**config.mk**
```make
export PLATFORM = sky130hd
export DESIGN_NAME = ussu_top
export DESIGN_NICKNAME = d
export VERILOG_FILES = /design/src/shared/ussu_pkg.sv /design/src/hw/ussu_cond_det.sv /design/src/hw/ussu_sync.sv /design/src/hw/ussu_top.sv
export SDC_FILE = /design/constraint.sdc
export NUM_CORES = 1
export LEC_CHECK = 0
export ABC_AREA = 1
export BUFFER_PORTS_ARGS = -buffer_cell sky130_fd_sc_hd__buf_2
export CAP_MARGIN = 25
export CORE_UTILIZATION = 27
export DETAILED_ROUTE_END_ITERATION = 16
export PLACE_DENSITY = 0.55
export SLEW_MARGIN = 10
export SYNTH_ARGS = -nofsm -noshare
export SYNTH_HDL_FRONTEND = slang
export SYNTH_SLANG_ARGS = --single-unit
```
**constraint.sdc**
```tcl
create_clock -name sys_clk_in -period 4.5 [get_ports sys_clk_in]
set_input_delay 0.225 -clock sys_clk_in [delete_from_list [all_inputs] [get_ports sys_clk_in]]
set_output_delay 0.225 -clock sys_clk_in [all_outputs]
set_load 0.1 [all_outputs]
```
**src/shared/ussu_pkg.sv**
```systemverilog
package ussu_pkg;
    // Bus geometry
    localparam int unsigned ADDR_W = 8;
    localparam int unsigned DATA_W = 32;

    // Register byte addresses
    localparam logic [7:0] OFF_DATA   = 8'h00;
    localparam logic [7:0] OFF_STATUS = 8'h04;
    localparam logic [7:0] OFF_CTRL   = 8'h08;
    localparam logic [7:0] OFF_PORT   = 8'h0c;

    // Status fields
    localparam int unsigned ST_START  = 7;
    localparam int unsigned ST_OVF    = 6;
    localparam int unsigned ST_STOP   = 5;
    localparam int unsigned ST_COLL   = 4;
    localparam int unsigned ST_CNT_HI = 3;

    // Control fields
    localparam int unsigned CT_SIE    = 7;
    localparam int unsigned CT_OIE    = 6;
    localparam int unsigned CT_WM_HI  = 5;
    localparam int unsigned CT_WM_LO  = 4;
    localparam int unsigned CT_CS_HI  = 3;
    localparam int unsigned CT_CS_LO  = 2;
    localparam int unsigned CT_CLK    = 1;
    localparam int unsigned CT_TOG    = 0;

    // Port register fields: output values low, directions high
    localparam int unsigned PT_VAL_LO = 0;
    localparam int unsigned PT_VAL_HI = 2;
    localparam int unsigned PT_DIR_LO = 4;
    localparam int unsigned PT_DIR_HI = 6;

    // Pin index inside the port/direction fields
    localparam int unsigned PIN_DO  = 0;
    localparam int unsigned PIN_SDA = 1;
    localparam int unsigned PIN_SCL = 2;

    // Reset values and counter maximum
    localparam logic [7:0] RST_DATA = 8'h00;
    localparam logic [3:0] RST_CNT  = 4'h0;
    localparam logic [2:0] RST_PIN  = 3'h0;
    localparam logic [3:0] CNT_MAX  = 4'hf;

    typedef enum logic [1:0] {
        WM_OFF   = 2'b00,
        WM_THREE = 2'b01,
        WM_TWO   = 2'b10,
        WM_TWO_H = 2'b11
    } ussu_wm_t;

    typedef enum logic [1:0] {
        CS_SOFT  = 2'b00,
        CS_TIMER = 2'b01,
        CS_EXT_P = 2'b10,
        CS_EXT_N = 2'b11
    } ussu_cs_t;
endpackage : ussu_pkg
```
**src/hw/ussu_cond_det.sv**
```systemverilog
`timescale 1ns/1ps
module ussu_cond_det (
    // Clock and reset
    input  wire logic sys_clk_in,
    input  wire logic arst_n_in,
    // Filtered bus levels
    input  wire logic sda_in,
    input  wire logic scl_in,
    // Detected conditions, one-cycle pulses
    output logic      start_out,
    output logic      stop_out
);
    logic sda_d_r;
    logic scl_d_r;

    always_ff @(posedge sys_clk_in or negedge arst_n_in) begin
        if (!arst_n_in) begin
            sda_d_r <= 1'b1;
            scl_d_r <= 1'b1;
        end else begin
            sda_d_r <= sda_in;
            scl_d_r <= scl_in;
        end
    end

    // Data compared against a delayed clock so clock is sampled stable
    always_ff @(posedge sys_clk_in or negedge arst_n_in) begin
        if (!arst_n_in) begin
            start_out <= 1'b0;
            stop_out  <= 1'b0;
        end else begin
            start_out <= sda_d_r & ~sda_in & scl_d_r & scl_in;
            stop_out  <= ~sda_d_r & sda_in & scl_d_r & scl_in;
        end
    end
endmodule : ussu_cond_det

```
**src/hw/ussu_sync.sv**
```systemverilog
`timescale 1ns/1ps
module ussu_sync (
    // Clock and reset
    input  wire logic sys_clk_in,
    input  wire logic arst_n_in,
    // Raw pin and filtered level
    input  wire logic pin_in,
    output logic      level_out
);
    logic q1_r;
    logic q2_r;
    logic q3_r;

    always_ff @(posedge sys_clk_in or negedge arst_n_in) begin
        if (!arst_n_in) begin
            q1_r <= 1'b1;
            q2_r <= 1'b1;
            q3_r <= 1'b1;
        end else begin
            q1_r <= pin_in;
            q2_r <= q1_r;
            q3_r <= q2_r;
        end
    end

    // Level follows only once stages two and three agree
    always_ff @(posedge sys_clk_in or negedge arst_n_in) begin
        if (!arst_n_in) begin
            level_out <= 1'b1;
        end else if (q2_r == q3_r) begin
            level_out <= q3_r;
        end
    end
endmodule : ussu_sync

```
**src/hw/ussu_top.sv**
```systemverilog
// How it works
// - Data register is shifter; write beats shift
// - Shift left per selected clock event
// - Active output pin fed from bit 7
// - Latch half-cycle external, always open internal
// - Open latch passes new MSB immediately
// - Start flag on start or clock edge
// - Start interrupt when flag and enables set
// - Start flag write-one clear releases hold
// - Counter wrap sets overflow flag, interrupt
// - Overflow flag write-one clear releases hold
// - Stop flag set on stop, no interrupt
// - Collision bit is MSB versus data pin
// - Counter readable and writable in status
// - Counter counts each selected clock; external clock both edges
// - External with strobe bit: toggle clocks counter
// - Inputs work the same in all modes
// - Mode off: pins are plain port pins
// - Three-wire: data-out overrides port value
// - Two-wire data pin open-drain from MSB/port
// - Two-wire clock low from port or start
// - Mode 11 also holds clock on overflow
// - Clock source encoding soft, timer, edges
// - Toggle strobe inverts clock port, reads zero
// - Soft strobe shifts and counts, reads zero
`timescale 1ns/1ps
module ussu_top
    import ussu_pkg::*;
(
    // Clock and reset
    input  wire logic                          sys_clk_in,
    input  wire logic                          arst_n_in,
    // APB slave
    input  wire logic                          psel_in,
    input  wire logic                          penable_in,
    input  wire logic                          pwrite_in,
    input  wire logic [ussu_pkg::ADDR_W-1:0]   paddr_in,
    input  wire logic [ussu_pkg::DATA_W-1:0]   pwdata_in,
    output logic      [ussu_pkg::DATA_W-1:0]   prdata_out,
    output logic                               pready_out,
    output logic                               pslverr_out,
    // System events
    input  wire logic                          timer0_ovf_in,
    input  wire logic                          gie_in,
    output logic                               start_irq_out,
    output logic                               ovf_irq_out,
    // Data-out pin
    output logic                               data_out_pin_out,
    output logic                               data_out_pin_oe_out,
    // Serial data pin
    input  wire logic                          serial_in_pin_in,
    output logic                               serial_in_pin_out,
    output logic                               serial_in_pin_oe_out,
    // Serial clock pin
    input  wire logic                          serial_clock_pin_in,
    output logic                               serial_clock_pin_out,
    output logic                               serial_clock_pin_oe_out
);
    import ussu_pkg::*;

    logic [7:0] sr_r;
    logic [7:0] sr_nxt;
    logic [3:0] cnt_r;
    logic       latch_r;
    logic       start_flag_r;
    logic       start_flag_nxt;
    logic       ovf_flag_r;
    logic       ovf_flag_nxt;
    logic       stop_flag_r;
    logic       start_hold_r;
    logic       ovf_hold_r;
    logic       sie_r;
    logic       oie_r;
    ussu_wm_t   wm_r;
    ussu_cs_t   cs_r;
    logic       clk_sel_r;
    logic [2:0] port_r;
    logic [2:0] ddr_r;
    logic       scl_d_r;
    logic       sda_f;
    logic       scl_f;
    logic       start_pulse;
    logic       stop_pulse;

    // Bus decode
    logic       setup_rd;
    logic       wr_acc;
    logic       wr_data;
    logic       wr_stat;
    logic       wr_ctrl;
    logic       wr_port;
    logic       mapped;

    // Clocking
    logic       scl_rise;
    logic       scl_fall;
    logic       sw_strobe;
    logic       tog_wr;
    logic       shift_ev;
    logic       cnt_ev;
    logic       cnt_wrap;
    logic       transparent;
    logic       two_wire;
    logic       start_ev;
    logic       collision;

    function automatic logic addr_hit(input logic [ADDR_W-1:0] a, input logic [7:0] off);
        addr_hit = (a == off);
    endfunction : addr_hit

    ussu_sync u_sync_sda (
        .sys_clk_in (sys_clk_in),
        .arst_n_in  (arst_n_in),
        .pin_in     (serial_in_pin_in),
        .level_out  (sda_f)
    );

    ussu_sync u_sync_scl (
        .sys_clk_in (sys_clk_in),
        .arst_n_in  (arst_n_in),
        .pin_in     (serial_clock_pin_in),
        .level_out  (scl_f)
    );

    ussu_cond_det u_cond_det (
        .sys_clk_in (sys_clk_in),
        .arst_n_in  (arst_n_in),
        .sda_in     (sda_f),
        .scl_in     (scl_f),
        .start_out  (start_pulse),
        .stop_out   (stop_pulse)
    );

    assign mapped   = addr_hit(paddr_in, OFF_DATA) | addr_hit(paddr_in, OFF_STATUS)
                    | addr_hit(paddr_in, OFF_CTRL) | addr_hit(paddr_in, OFF_PORT);
    assign setup_rd = psel_in & ~penable_in;
    assign wr_acc   = psel_in & penable_in & pready_out & pwrite_in;
    assign wr_data  = wr_acc & addr_hit(paddr_in, OFF_DATA);
    assign wr_stat  = wr_acc & addr_hit(paddr_in, OFF_STATUS);
    assign wr_ctrl  = wr_acc & addr_hit(paddr_in, OFF_CTRL);
    assign wr_port  = wr_acc & addr_hit(paddr_in, OFF_PORT);

    // Serial clock edges, identical in every wire mode
    always_ff @(posedge sys_clk_in or negedge arst_n_in) begin
        if (!arst_n_in) begin
            scl_d_r <= 1'b1;
        end else begin
            scl_d_r <= scl_f;
        end
    end

    assign scl_rise  = scl_f & ~scl_d_r;
    assign scl_fall  = ~scl_f & scl_d_r;
    assign two_wire  = wm_r[1];
    assign sw_strobe = wr_ctrl & pwdata_in[CT_CLK] & (cs_r == CS_SOFT);
    assign tog_wr    = wr_ctrl & pwdata_in[CT_TOG];

    always_comb begin
        unique case (cs_r)
            CS_SOFT:  shift_ev = sw_strobe;
            CS_TIMER: shift_ev = timer0_ovf_in;
            CS_EXT_P: shift_ev = scl_rise;
            CS_EXT_N: shift_ev = scl_fall;
        endcase
    end

    assign cnt_ev   = cs_r[1] ? (clk_sel_r ? tog_wr : (scl_rise | scl_fall)) : shift_ev;
    assign cnt_wrap = cnt_ev & (cnt_r == CNT_MAX) & ~wr_stat;

    assign sr_nxt = wr_data ? pwdata_in[7:0] : (shift_ev ? {sr_r[6:0], sda_f} : sr_r);

    assign transparent = ~cs_r[1] | (cs_r[0] ? scl_f : ~scl_f);

    assign collision = sr_r[7] ^ sda_f;

    assign start_ev = (two_wire & start_pulse)
                    | (~two_wire & cs_r[1] & ~clk_sel_r & (scl_rise | scl_fall));

    // Set beats clear on start and stop flags; a status write blocks the counter wrap that sets overflow
    assign start_flag_nxt = start_ev | (start_flag_r & ~(wr_stat & pwdata_in[ST_START]));
    assign ovf_flag_nxt   = cnt_wrap | (ovf_flag_r & ~(wr_stat & pwdata_in[ST_OVF]));

    always_ff @(posedge sys_clk_in or negedge arst_n_in) begin
        if (!arst_n_in) begin
            sr_r <= RST_DATA;
        end else begin
            sr_r <= sr_nxt;
        end
    end

    always_ff @(posedge sys_clk_in or negedge arst_n_in) begin
        if (!arst_n_in) begin
            latch_r <= 1'b0;
        end else if (transparent) begin
            latch_r <= sr_nxt[7];
        end
    end

    always_ff @(posedge sys_clk_in or negedge arst_n_in) begin
        if (!arst_n_in) begin
            cnt_r <= RST_CNT;
        end else if (wr_stat) begin
            cnt_r <= pwdata_in[ST_CNT_HI:0];
        end else if (cnt_ev) begin
            cnt_r <= 4'(cnt_r + 4'h1);
        end
    end

    always_ff @(posedge sys_clk_in or negedge arst_n_in) begin
        if (!arst_n_in) begin
            start_flag_r <= 1'b0;
            ovf_flag_r   <= 1'b0;
            stop_flag_r  <= 1'b0;
        end else begin
            start_flag_r <= start_flag_nxt;
            ovf_flag_r   <= ovf_flag_nxt;
            stop_flag_r  <= (two_wire & stop_pulse)
                          | (stop_flag_r & ~(wr_stat & pwdata_in[ST_STOP]));
        end
    end

    // Clock holds, released when their flag is cleared
    always_ff @(posedge sys_clk_in or negedge arst_n_in) begin
        if (!arst_n_in) begin
            start_hold_r <= 1'b0;
            ovf_hold_r   <= 1'b0;
        end else begin
            start_hold_r <= start_flag_nxt & two_wire & (start_hold_r | scl_fall);
            ovf_hold_r   <= ovf_flag_nxt & (wm_r == WM_TWO_H) & (ovf_hold_r | cnt_wrap);
        end
    end

    always_ff @(posedge sys_clk_in or negedge arst_n_in) begin
        if (!arst_n_in) begin
            sie_r     <= 1'b0;
            oie_r     <= 1'b0;
            wm_r      <= WM_OFF;
            cs_r      <= CS_SOFT;
            clk_sel_r <= 1'b0;
        end else if (wr_ctrl) begin
            sie_r     <= pwdata_in[CT_SIE];
            oie_r     <= pwdata_in[CT_OIE];
            wm_r      <= ussu_wm_t'(pwdata_in[CT_WM_HI:CT_WM_LO]);
            cs_r      <= ussu_cs_t'(pwdata_in[CT_CS_HI:CT_CS_LO]);
            clk_sel_r <= pwdata_in[CT_CLK];
        end
    end

    always_ff @(posedge sys_clk_in or negedge arst_n_in) begin
        if (!arst_n_in) begin
            port_r <= RST_PIN;
            ddr_r  <= RST_PIN;
        end else if (wr_port) begin
            port_r <= pwdata_in[PT_VAL_HI:PT_VAL_LO];
            ddr_r  <= pwdata_in[PT_DIR_HI:PT_DIR_LO];
        end else if (tog_wr) begin
            port_r[PIN_SCL] <= ~port_r[PIN_SCL];
        end
    end

    always_ff @(posedge sys_clk_in or negedge arst_n_in) begin
        if (!arst_n_in) begin
            start_irq_out <= 1'b0;
            ovf_irq_out   <= 1'b0;
        end else begin
            start_irq_out <= start_flag_r & sie_r & gie_in;
            ovf_irq_out   <= ovf_flag_r & oie_r & gie_in;
        end
    end

    // Pin drivers
    always_ff @(posedge sys_clk_in or negedge arst_n_in) begin
        if (!arst_n_in) begin
            data_out_pin_out        <= 1'b0;
            data_out_pin_oe_out     <= 1'b0;
            serial_in_pin_out       <= 1'b0;
            serial_in_pin_oe_out    <= 1'b0;
            serial_clock_pin_out    <= 1'b0;
            serial_clock_pin_oe_out <= 1'b0;
        end else begin
            data_out_pin_oe_out <= ddr_r[PIN_DO];
            data_out_pin_out    <= (wm_r == WM_THREE) ? latch_r : port_r[PIN_DO];
            if (two_wire) begin
                serial_in_pin_out       <= 1'b0;
                serial_in_pin_oe_out    <= ddr_r[PIN_SDA] & (~latch_r | ~port_r[PIN_SDA]);
                serial_clock_pin_out    <= 1'b0;
                serial_clock_pin_oe_out <= ddr_r[PIN_SCL]
                                         & (~port_r[PIN_SCL] | start_hold_r | ovf_hold_r);
            end else begin
                serial_in_pin_out       <= port_r[PIN_SDA];
                serial_in_pin_oe_out    <= ddr_r[PIN_SDA];
                serial_clock_pin_out    <= port_r[PIN_SCL];
                serial_clock_pin_oe_out <= ddr_r[PIN_SCL];
            end
        end
    end

    // APB: read data captured in setup, answer in the access cycle
    always_ff @(posedge sys_clk_in or negedge arst_n_in) begin
        if (!arst_n_in) begin
            pready_out  <= 1'b0;
            pslverr_out <= 1'b0;
            prdata_out  <= '0;
        end else begin
            pready_out  <= setup_rd;
            pslverr_out <= setup_rd & ~mapped;
            if (setup_rd) begin
                prdata_out <= '0;
                if (addr_hit(paddr_in, OFF_DATA)) begin
                    prdata_out[7:0] <= sr_r;
                end else if (addr_hit(paddr_in, OFF_STATUS)) begin
                    prdata_out[7:0] <= {start_flag_r, ovf_flag_r, stop_flag_r, collision, cnt_r};
                end else if (addr_hit(paddr_in, OFF_CTRL)) begin
                    prdata_out[7:0] <= {sie_r, oie_r, wm_r, cs_r, 2'b00};
                end else if (addr_hit(paddr_in, OFF_PORT)) begin
                    prdata_out[7:0] <= {1'b0, ddr_r, 1'b0, port_r};
                end
            end
        end
    end
endmodule : ussu_top

```
; After elaboration in Yosys (flattened, before gate mapping)
; Index checks and enable logic that the tools add are counted.
[op_classes]
add_sub_neg = 1
reduce_logical = 5
n_mul = 0
shifts = 0
div = 0
order_cmp = 0
n_eq_ne = 11
n_mux = 19
bitwise_logic = 74
[op_table]
columns = operator, count
row1 = 1-bit bitwise AND, 43
row2 = 8-bit 2-to-1 mux, 5
row3 = 8-bit by 4-bit equality test with 1-bit output (second input constant), 2
row4 = 1-bit NOT, 16
row5 = 1-bit bitwise OR, 14
row6 = 1-bit 2-to-1 mux, 10
row7 = 8-bit by 3-bit equality test with 1-bit output (second input constant), 1
row8 = 8-bit logical NOT, 1
row9 = 4-bit 2-to-1 mux, 2
row10 = 7-bit 2-to-1 mux, 1
row11 = 2-bit equality test (second input constant), 3
row12 = 2-bit nonzero test, 3
row13 = 4-bit by 1-bit adder with 4-bit output (second input constant), 1
row14 = 2-bit by 1-bit equality test with 1-bit output (second input constant), 2
row15 = 4-bit equality test (second input constant), 1
row16 = 1-bit case mux with 4 select lines, 1
row17 = 1-bit equality test, 2
row18 = 2-bit logical NOT, 1
row19 = 1-bit XOR, 1
[totals]
ff_bits = 61
latchBits = 0
out_inout_bits = 42
wordCells = 150
romBits = 0
memories = 0
ramBits = 0
input_bits = 49

; Logic depth before layout (Yosys ltp)
; Gate-level depths: netlist of run 1.
[logic_depth]
word_depth = 13
mapped_depth = 11
depth_no_buf = 11

; Hierarchy
; A second synthesis of run 1 with hierarchy kept.
[unflattened]
hier_cells = 345
area_unflattened_um2 = 3140.5
[modules_own_cells]
columns = mod, cells_per_inst, area_each_um2, n_inst, seq_area_each_um2
row1 = ussu_top, 318, 2768.9, 1, 1252.5
row2 = ussu_sync, 8, 121.4, 2, 105.1
row3 = ussu_cond_det, 11, 128.9, 1, 102.6

; Worst setup path after synthesis of run 1
; OpenSTA, ideal clock, no wires.
[synth_path]
path_type = reg-to-reg
from = register pready_out
to = register sr_r[4]
path_stages_with_launch = 9
required_time_ns = 4.373
setup_ns = 0.127
path_slack_ns = 2.384
arrival_ns = 1.989
path_buffers = 1
period_less_slack_ns = 2.116
cell_sequence = dfrtp_1 -> nand2_1 -> nor3_4 -> inv_2 -> nor2_4 -> inv_2 -> buf_6 -> nand3_1 -> o211ai_2
[synth_via]
elab_chain_len = 7
word_cells_on_any_way = 9
cone_classes = mux: 2 / bitwise: 6 / reduce/logical: 1
[synth_rtl]
columns = item, line_no
row1 = "start, declared", ussu_top.sv:40  ; output logic pready_out,
row2 = "start signal, assigned", ussu_top.sv:305  ; pready_out <= setup_rd;
row3 = 1-bit bitwise AND * (2 in a row), ussu_top.sv:137  ; assign wr_acc = psel_in & penable_in & pready_out & pwrite_in;
row4 = 1-bit bitwise AND, ussu_top.sv:140  ; assign wr_ctrl = wr_acc & addr_hit(paddr_in, OFF_CTRL);
row5 = 1-bit bitwise AND (2 in a row), ussu_top.sv:155  ; assign sw_strobe = wr_ctrl & pwdata_in[CT_CLK] & (cs_r == CS_SOFT);
row6 = 1-bit case mux with 4 select lines, ussu_top.sv:159  ; unique case (cs_r)
row7 = 2-bit nonzero test (no line), -
row8 = "end signal, assigned", ussu_top.sv:187  ; sr_r <= sr_nxt;
row9 = "end, declared", ussu_top.sv:61  ; logic [7:0] sr_r;
; Every way passes the cells marked *; elsewhere a longest branch is shown, timed or not.
; A chain may end at the register's enable or synchronous reset.

; Worst setup path after layout of run 1
[layout_path]
from = register u_sync_scl.level_out
to = register sr_r[2]
[layout_via]
elab_chain_len = 4
word_cells_on_any_way = 5
cone_classes = mux: 1 / bitwise: 3 / reduce/logical: 1
[layout_rtl]
columns = item, line_no
row1 = "start, declared", ussu_sync.sv:8  ; output logic level_out
row2 = "start signal, assigned", ussu_sync.sv:31  ; level_out <= q3_r;
row3 = 1-bit NOT, ussu_top.sv:153  ; assign scl_fall = ~scl_f & scl_d_r;
row4 = 1-bit bitwise AND, ussu_top.sv:153
row5 = 1-bit case mux with 4 select lines *, ussu_top.sv:159
row6 = 2-bit nonzero test (no line) *, -
; Marks and branches as above.

==> results of run 1 <==
-- metrics by stage --
step            util  instance area, µm²  cells  worst slack, ps  hold WS [ps]
2_1_floorplan      -                3140    361             2380         -70.6
3_3_place_gp   0.305                3340    517             2690           331
3_5_place_dp   0.305                3340    517             2680           333
4_1_cts        0.333                3640    534             2660          99.7
5_1_grt        0.333                3640    534             2550           136
6_report       0.333                3640    534             2670          70.9
-- flip-flops by register name, summed over array words and instances (netlist names), 2 cells and up --
| name | cells |
|---|---|
| port_r | 3 |
| prdata_out | 8 |
| sr_r | 8 |
| cs_r | 2 |
| wm_r | 2 |
| cnt_r | 4 |
| ddr_r | 3 |
-- worst paths after layout --
path | from | endpoint | slack [ps] | depth (start not counted)
min in group sys_clk_in | gie_in | start_irq_out | 140 | 3
worst min register to register | u_sync_sda.q1_r | u_sync_sda.q2_r | 350 | 0
worst min-delay path | arst_n_in | cnt_r[3] | 70 | 2
max in group asynchronous | arst_n_in | ddr_r[0] | 3930 | 2
worst max register to register | u_sync_scl.level_out | sr_r[2] | 2670 | 8
worst max-delay path | u_sync_scl.level_out | sr_r[2] | 2670 | 8
-- worst max-delay path, stage by stage (launching register included) --
cell,delay (ps)
dfstp_2,580
inv_1,90
ha_1,210
a21oi_1,180
a21oi_2,110
a21boi_4,180
nor2_2,240
nand2_1,110
o211ai_2,70
-- area by class of cell --
cell class                      count  share of cell area
Timing Repair Buffer               45              0.0653
Inverter                           42              0.0433
Multi-Input combinational cell    231               0.342
Clock buffer                       12              0.0732
Clock inverter                      3             0.00550
Sequential cell                    61               0.423
Tap cell                          140              0.0481
-- power by group through the flow --
stage	clock network, mW	logic (mW)	registers, mW
final	0.648	0.224	0.600
after global routing	0.690	0.239	0.602
after CTS	0.663	0.225	0.599
after detailed placement	0	0.223	0.608
after global placement	0	0.220	0.607
after floorplan	0	0.160	0.637
-- kinds of logic after synthesis --
| kind of cell | count (synthesis) |
|---|---|
| fa+ha+maj | 5 |
| buf+inv | 69 |
| simple gates | 148 |
| flops | 61 |
| other cells | 1 |
| compound gates | 50 |
| xor+xnor | 4 |
-- routing by layer --
metal	global-route usage	routed length (µm)
met4	0.0319	74
met3	0.0386	299
met5	0	0
met1	0.157	3100
met2	0.215	3300
-- cell usage in the layout, fill, tap and decap left out, types with 2 or more instances in the layout --
cell type	count
nand2_1	87
dfrtp_1	51
buf_2	42
inv_1	32
conb_1	24
o21ai_0	19
nand3_1	15
nor2_1	13
a21oi_1	10
dfstp_2	10
inv_2	9
clkbuf_16	9
nand4_1	6
o21ai_1	6
o211ai_2	6
nor2_2	5
nor3_1	5
nor2_4	3
a31oi_1	3
xor2_1	3
ha_1	3
clkbuf_8	3
nand2_2	2
nor3_4	2
nand3_4	2
nor4_1	2
maj3_1	2
clkinvlp_4	2
dlygate4sd3_1	2
==> out/metrics.csv, run 1 <==
stage;metric;value;unit
outcome;status;finished clean;
clocking;cts_tree;built;
clocking;cts.repair.resized;0;
floorplanning;start_util;0.279;
critical_path;worstSetupPathType;register to register;
synth;async_reset_ff_frac;1.00;
critical_path;path_max_fanout;8;
power;netSwitchingPower;0.440;mW
grt;grt_max_degree;62;
power;finalPower;1.47;mW
synth;yosys.area.top_type;dfrtp_1;
clocking;cts_hold_buf;2;
route;drtIter0Drc;129;
grt;overflow;0;
power;vdd_drop_max;188;µV
synth;ys_seq_area_frac;0.504;
power;p_leak;1.84;nW
critical_path;end_kind;register;
sta;fin_skew;6.96;ps
route;wl;6780;µm
synth;synth-seq-cells;61;
worst_hold_path;hold_class;primary input to asynchronous set/reset pin;
floorplanning;die_area;11700;µm²
clocking;root_buffer;clkbuf_16;
route;dr.pass1.iters;4;
cells_and_area;seq_area;1540;µm²
grt;track_usage;0.127;
grt;grt_pass1_wl;11100;µm
sta;slew_headroom;0.484;
synth;syn_area;3060;µm²
sta;setup_tns;0;ps
synth;yosys.cell_types.count;41;
power;powerDensity;404;nW/µm²
synth;synth-compound-area-share;0.107;
sta;fin_crit;1830;ps
clocking;cts_sinks;61;
critical_path;cp-start-kind;register;
clocking;path_clk_slew;50;ps
floorplanning;pin_count;91;
sta;timing.final.crit_share;0.408;
synth;synth_top_cell_area_share;0.418;
clocking;cts_max_level;3;
power;combPwrFrac;0.152;
synth;synth_xor_area_frac;0.0115;
route;drc;0;
run;drv_cap;0;
clocking;post-cts-setup-buffers;0;
route;final_antenna_net_count;0;
route;wl_per_cell;12.7;µm
synth;synthAdderAreaFrac;0.0188;
grt;grt_pass1_vias;2166;
cells_and_area;final_nets;442;
cells_and_area;multiInputGateArea;1250;µm²
power;p_int;1.03;mW
power;seqPwrFrac;0.408;
floorplanning;dieHeight;108;µm
synth;synth.most_common_cell;nand2_1;
power;p_clk_frac;0.441;
critical_path;arrival;2080;ps
sta;setup_viol;0;
floorplanning;core-area;10900;µm²
clocking;insertion_delay;320;ps
sta;hold_viol_final;0;
clocking;numCtsBuffers;9;
sta;max_freq;0.545;GHz
place;place_hpwl;5110;µm
synth;synth-simple-area-share;0.241;
sta;rsz0062_at_grt;false;
cells_and_area;synthToLayoutAreaGrowth;19.2;%
critical_path;critical_path_required;4750;ps
place;gp_congestion;0.789;
cells_and_area;n_antenna_cell;0;
grt;antenna_found_initial;0;
floorplanning;std_cell_rows;38;
synth;synthTopCellsByCount;nand2_1 (87), dfrtp_1 (51), inv_1 (32), buf_4 (24), o21ai_0 (19);
clocking;clockBufferDepth;2;
synth;synthTopCellsByArea;dfrtp_1 (42%), nand2_1 (11%), dfstp_2 (8.6%), buf_4 (5.9%), inv_1 (3.9%);
route;vias;2284;
route;vias_per_cell;4.28;
synth;synth_area_per_cell;9.04;µm²
cells_and_area;final.fill_count;1151;
sta;finalMaxSlewViolations;0;
cells_and_area;drive_gt1_frac;0.261;
floorplanning;die_w;108;µm
sta;worstMarginPinSlew;774;ps
synth;yosys_warnings;0;
synth;ys.flop_type;dfrtp_1;
power;p_sw_frac;0.299;
synth;synth_top_family_by_area;simple AND/OR/NAND/NOR gates;
synth;synthMuxAreaShare;0;
synth;synth_edf_count;0;
place;portBuffers;42;
synth;syn_inst;338;
(Power assumes the default switching activity.)
==> run 2, diff against run 1 <==
==> constraint.sdc (replaced) <==
create_clock -name sys_clk_in -period 1.7 [get_ports sys_clk_in]
set_input_delay 0.085 -clock sys_clk_in [delete_from_list [all_inputs] [get_ports sys_clk_in]]
set_output_delay 0.085 -clock sys_clk_in [all_outputs]
set_load 0.1 [all_outputs]
==> run 2 against run 1 <==
Effect of this change: via count rose by 3.8%; global-route usage rose by 0.37 points; critical path depth did not move; clock-buffer cell count rose by 1; combinational power rose to 2.9 times the previous value; maximum frequency rose by 14%; sequential cell count did not move; sequential power rose to 2.7 times the previous value; routed wire length rose by 3.5%; worst hold slack got worse by 6.3 ps; clock power rose to 2.8 times the previous value; largest cell class unchanged; largest power group unchanged.
==> out/metrics.csv, run 2 (synthesized netlist as in run 1, its figures left out) <==
stage;metric;value;unit;change
outcome;status;finished clean;;
route;wl_per_cell;12.6;µm;-0.45%
grt;track_usage;0.131;;+0.00370
sta;worstMarginPinSlew;582;ps;-192 ps
floorplanning;die_w;108;µm;unchanged
sta;hold_viol_final;0;;unchanged
sta;setup_tns;0;ps;unchanged
critical_path;cp-start-kind;register;;
clocking;insertion_delay;320;ps;about the same
route;wl;7010;µm;+3.5%
place;place_inst;534;;+3.3%
critical_path;path_max_fanout;2;;-6
clocking;cts_max_level;3;;unchanged
sta;fin_crit;1610;ps;-228 ps
floorplanning;dieHeight;108;µm;unchanged
power;vdd_drop_max;350;µV;+86%
cells_and_area;final_cells;555;;+3.9%
route;vias_per_cell;4.27;;-0.12%
cells_and_area;largest_registers;prdata_out x8, sr_r x8, cnt_r x4;;
cells_and_area;n_antenna_cell;0;;unchanged
critical_path;arrival;1850;ps;-230 ps
cells_and_area;layout_common_cells;nand2_1 (82), dfrtp_1 (50), buf_2 (42), inv_1 (31), conb_1 (24);;
sta;setup_viol;0;;unchanged
place;gp_congestion;0.813;;+3.1%
route;drc;0;;unchanged
critical_path;critical_path_required;1940;ps;-2810 ps
power;powerDensity;1040;nW/µm²;+160%
clocking;cts_tree;built;;
cells_and_area;synthToLayoutAreaGrowth;28.1;%;
place;post-place-ws;-45.7;ps;-2720 ps
route;dr.pass1.iters;4;;unchanged
place;portBuffers;42;;unchanged
floorplanning;start_util;0.279;;unchanged
clocking;clockBufferDepth;2;;unchanged
route;drtIter0Drc;125;;-3.1%
sta;max_freq;0.623;GHz;+14%
route;vias;2371;;+3.8%
sta;rsz0062_at_grt;true;;
critical_path;end_kind;register;;
floorplanning;pin_count;91;;unchanged
sta;setup_slack;93.9;ps;-2570 ps
grt;grt_pass1_wl;11500;µm;+4.3%
clocking;cts_sinks;61;;unchanged
clocking;numCtsBuffers;9;;unchanged
grt;grt_max_degree;24;;-61%
grt;overflow;0;;unchanged
sta;fin_skew;8.10;ps;+1.14 ps
cells_and_area;drive_gt1_frac;0.323;;+0.0615
sta;timing.final.crit_share;0.945;;+0.537
clocking;path_clk_slew;50;ps;about the same
floorplanning;die_area;11700;µm²;unchanged
run;drv_cap;0;;unchanged
cells_and_area;fin_util;0.358;;+0.0247
place;place_hpwl;5400;µm;+5.8%
floorplanning;std_cell_rows;38;;unchanged
grt;grt_pass1_vias;2301;;+6.2%
sta;slew_headroom;0.612;;+0.128
grt;antenna_found_initial;0;;unchanged
clocking;root_buffer;clkbuf_16;;
cells_and_area;final_common_cell;nand2_1;;
floorplanning;core-area;10900;µm²;unchanged
sta;finalMaxSlewViolations;0;;unchanged
cells_and_area;final_nets;462;;+4.5%
route;final_antenna_net_count;0;;unchanged
critical_path;worstSetupPathType;register to register;;
power;p_leak;1.97;nW;+7.0%
worst_hold_path;hold_class;primary input to register;;
## run 2: cell count changes in the layout (fill, tap and decap cells not counted), moves of 3 or more
| cell | before | now |
|---|---|---|
| nand2_1 | 87 | 82 |
| nand3_1 | 15 | 12 |
| nand2_2 | 2 | 6 |
| buf_4 | 1 | 17 |
## run 2: report_power, final
group          total, mW  internal, mW  leakage, nW  switching, mW
sequential          1.59          1.53        0.758         0.0574
clock               1.82          1.21        0.150          0.610
combinational      0.648         0.146         1.06          0.502
## run 2: stage by stage
step           hold slack (ps)  power (mW)  area, µm²
2_1_floorplan             -211        2.11       3150
6_report                  64.6        4.06       3910
5_1_grt                   64.3        4.22       3910
4_1_cts                   60.4        4.10       3840
3_3_place_gp               115        2.23       3490
3_5_place_dp               122        2.24       3490
## run 2: path summary, 6_finish.rpt
path | startpoint | end | slack, ps | cells after the start
max | u_cond_det.scl_d_r | ovf_hold_r | 90 | 8
min in group asynchronous | arst_n_in | start_hold_r | 310 | 2
min reg2reg | u_sync_scl.q1_r | u_sync_scl.q2_r | 350 | 0
max reg2reg | u_cond_det.scl_d_r | ovf_hold_r | 90 | 8
min | pwdata_in[2] | port_r[2] | 60 | 3
max in group asynchronous | arst_n_in | u_cond_det.scl_d_r | 810 | 3
## run 2: layer usage
metal | vias to the layer above | share of wire | GRT usage
li1 | 1197 | - | -
met1 | 1104 | 0.44 | 0.158
met2 | 63 | 0.50 | 0.225
met3 | 7 | 0.051 | 0.0404
met4 | 0 | 0.010 | 0.0328
met5 | - | 0 | 0
## run 2: critical path, stage by stage (launching register included)
cell,delay [ps]
dfstp_2,520
inv_1,50
ha_1,260
or3_4,330
nand2_2,70
inv_2,50
nand2_2,50
nand2_2,50
a21oi_1,150
## run 2: timing repair
| action | CTS | global route |
|---|---|---|
| setup buffers | 0 | 1 |
| gates resized for setup | 3 | 14 |
| endpoints found under the hold margin | 19 | 0 |
| setup endpoints to repair | 7 | 15 |
| hold buffers | 4 | 0 |
| pin swaps | 0 | 11 |
## run 2: layout make-up
| class | instances | area (µm²) |
|---|---|---|
| Clock inverter | 3 | 43.8 |
| Clock buffer | 13 | 260 |
| Sequential cell | 61 | 1540 |
| Timing Repair Buffer | 65 | 409 |
| Tap cell | 140 | 175 |
| Inverter | 42 | 158 |
| Multi-Input combinational cell | 231 | 1320 |
| Fill cell | 1122 | 7020 |
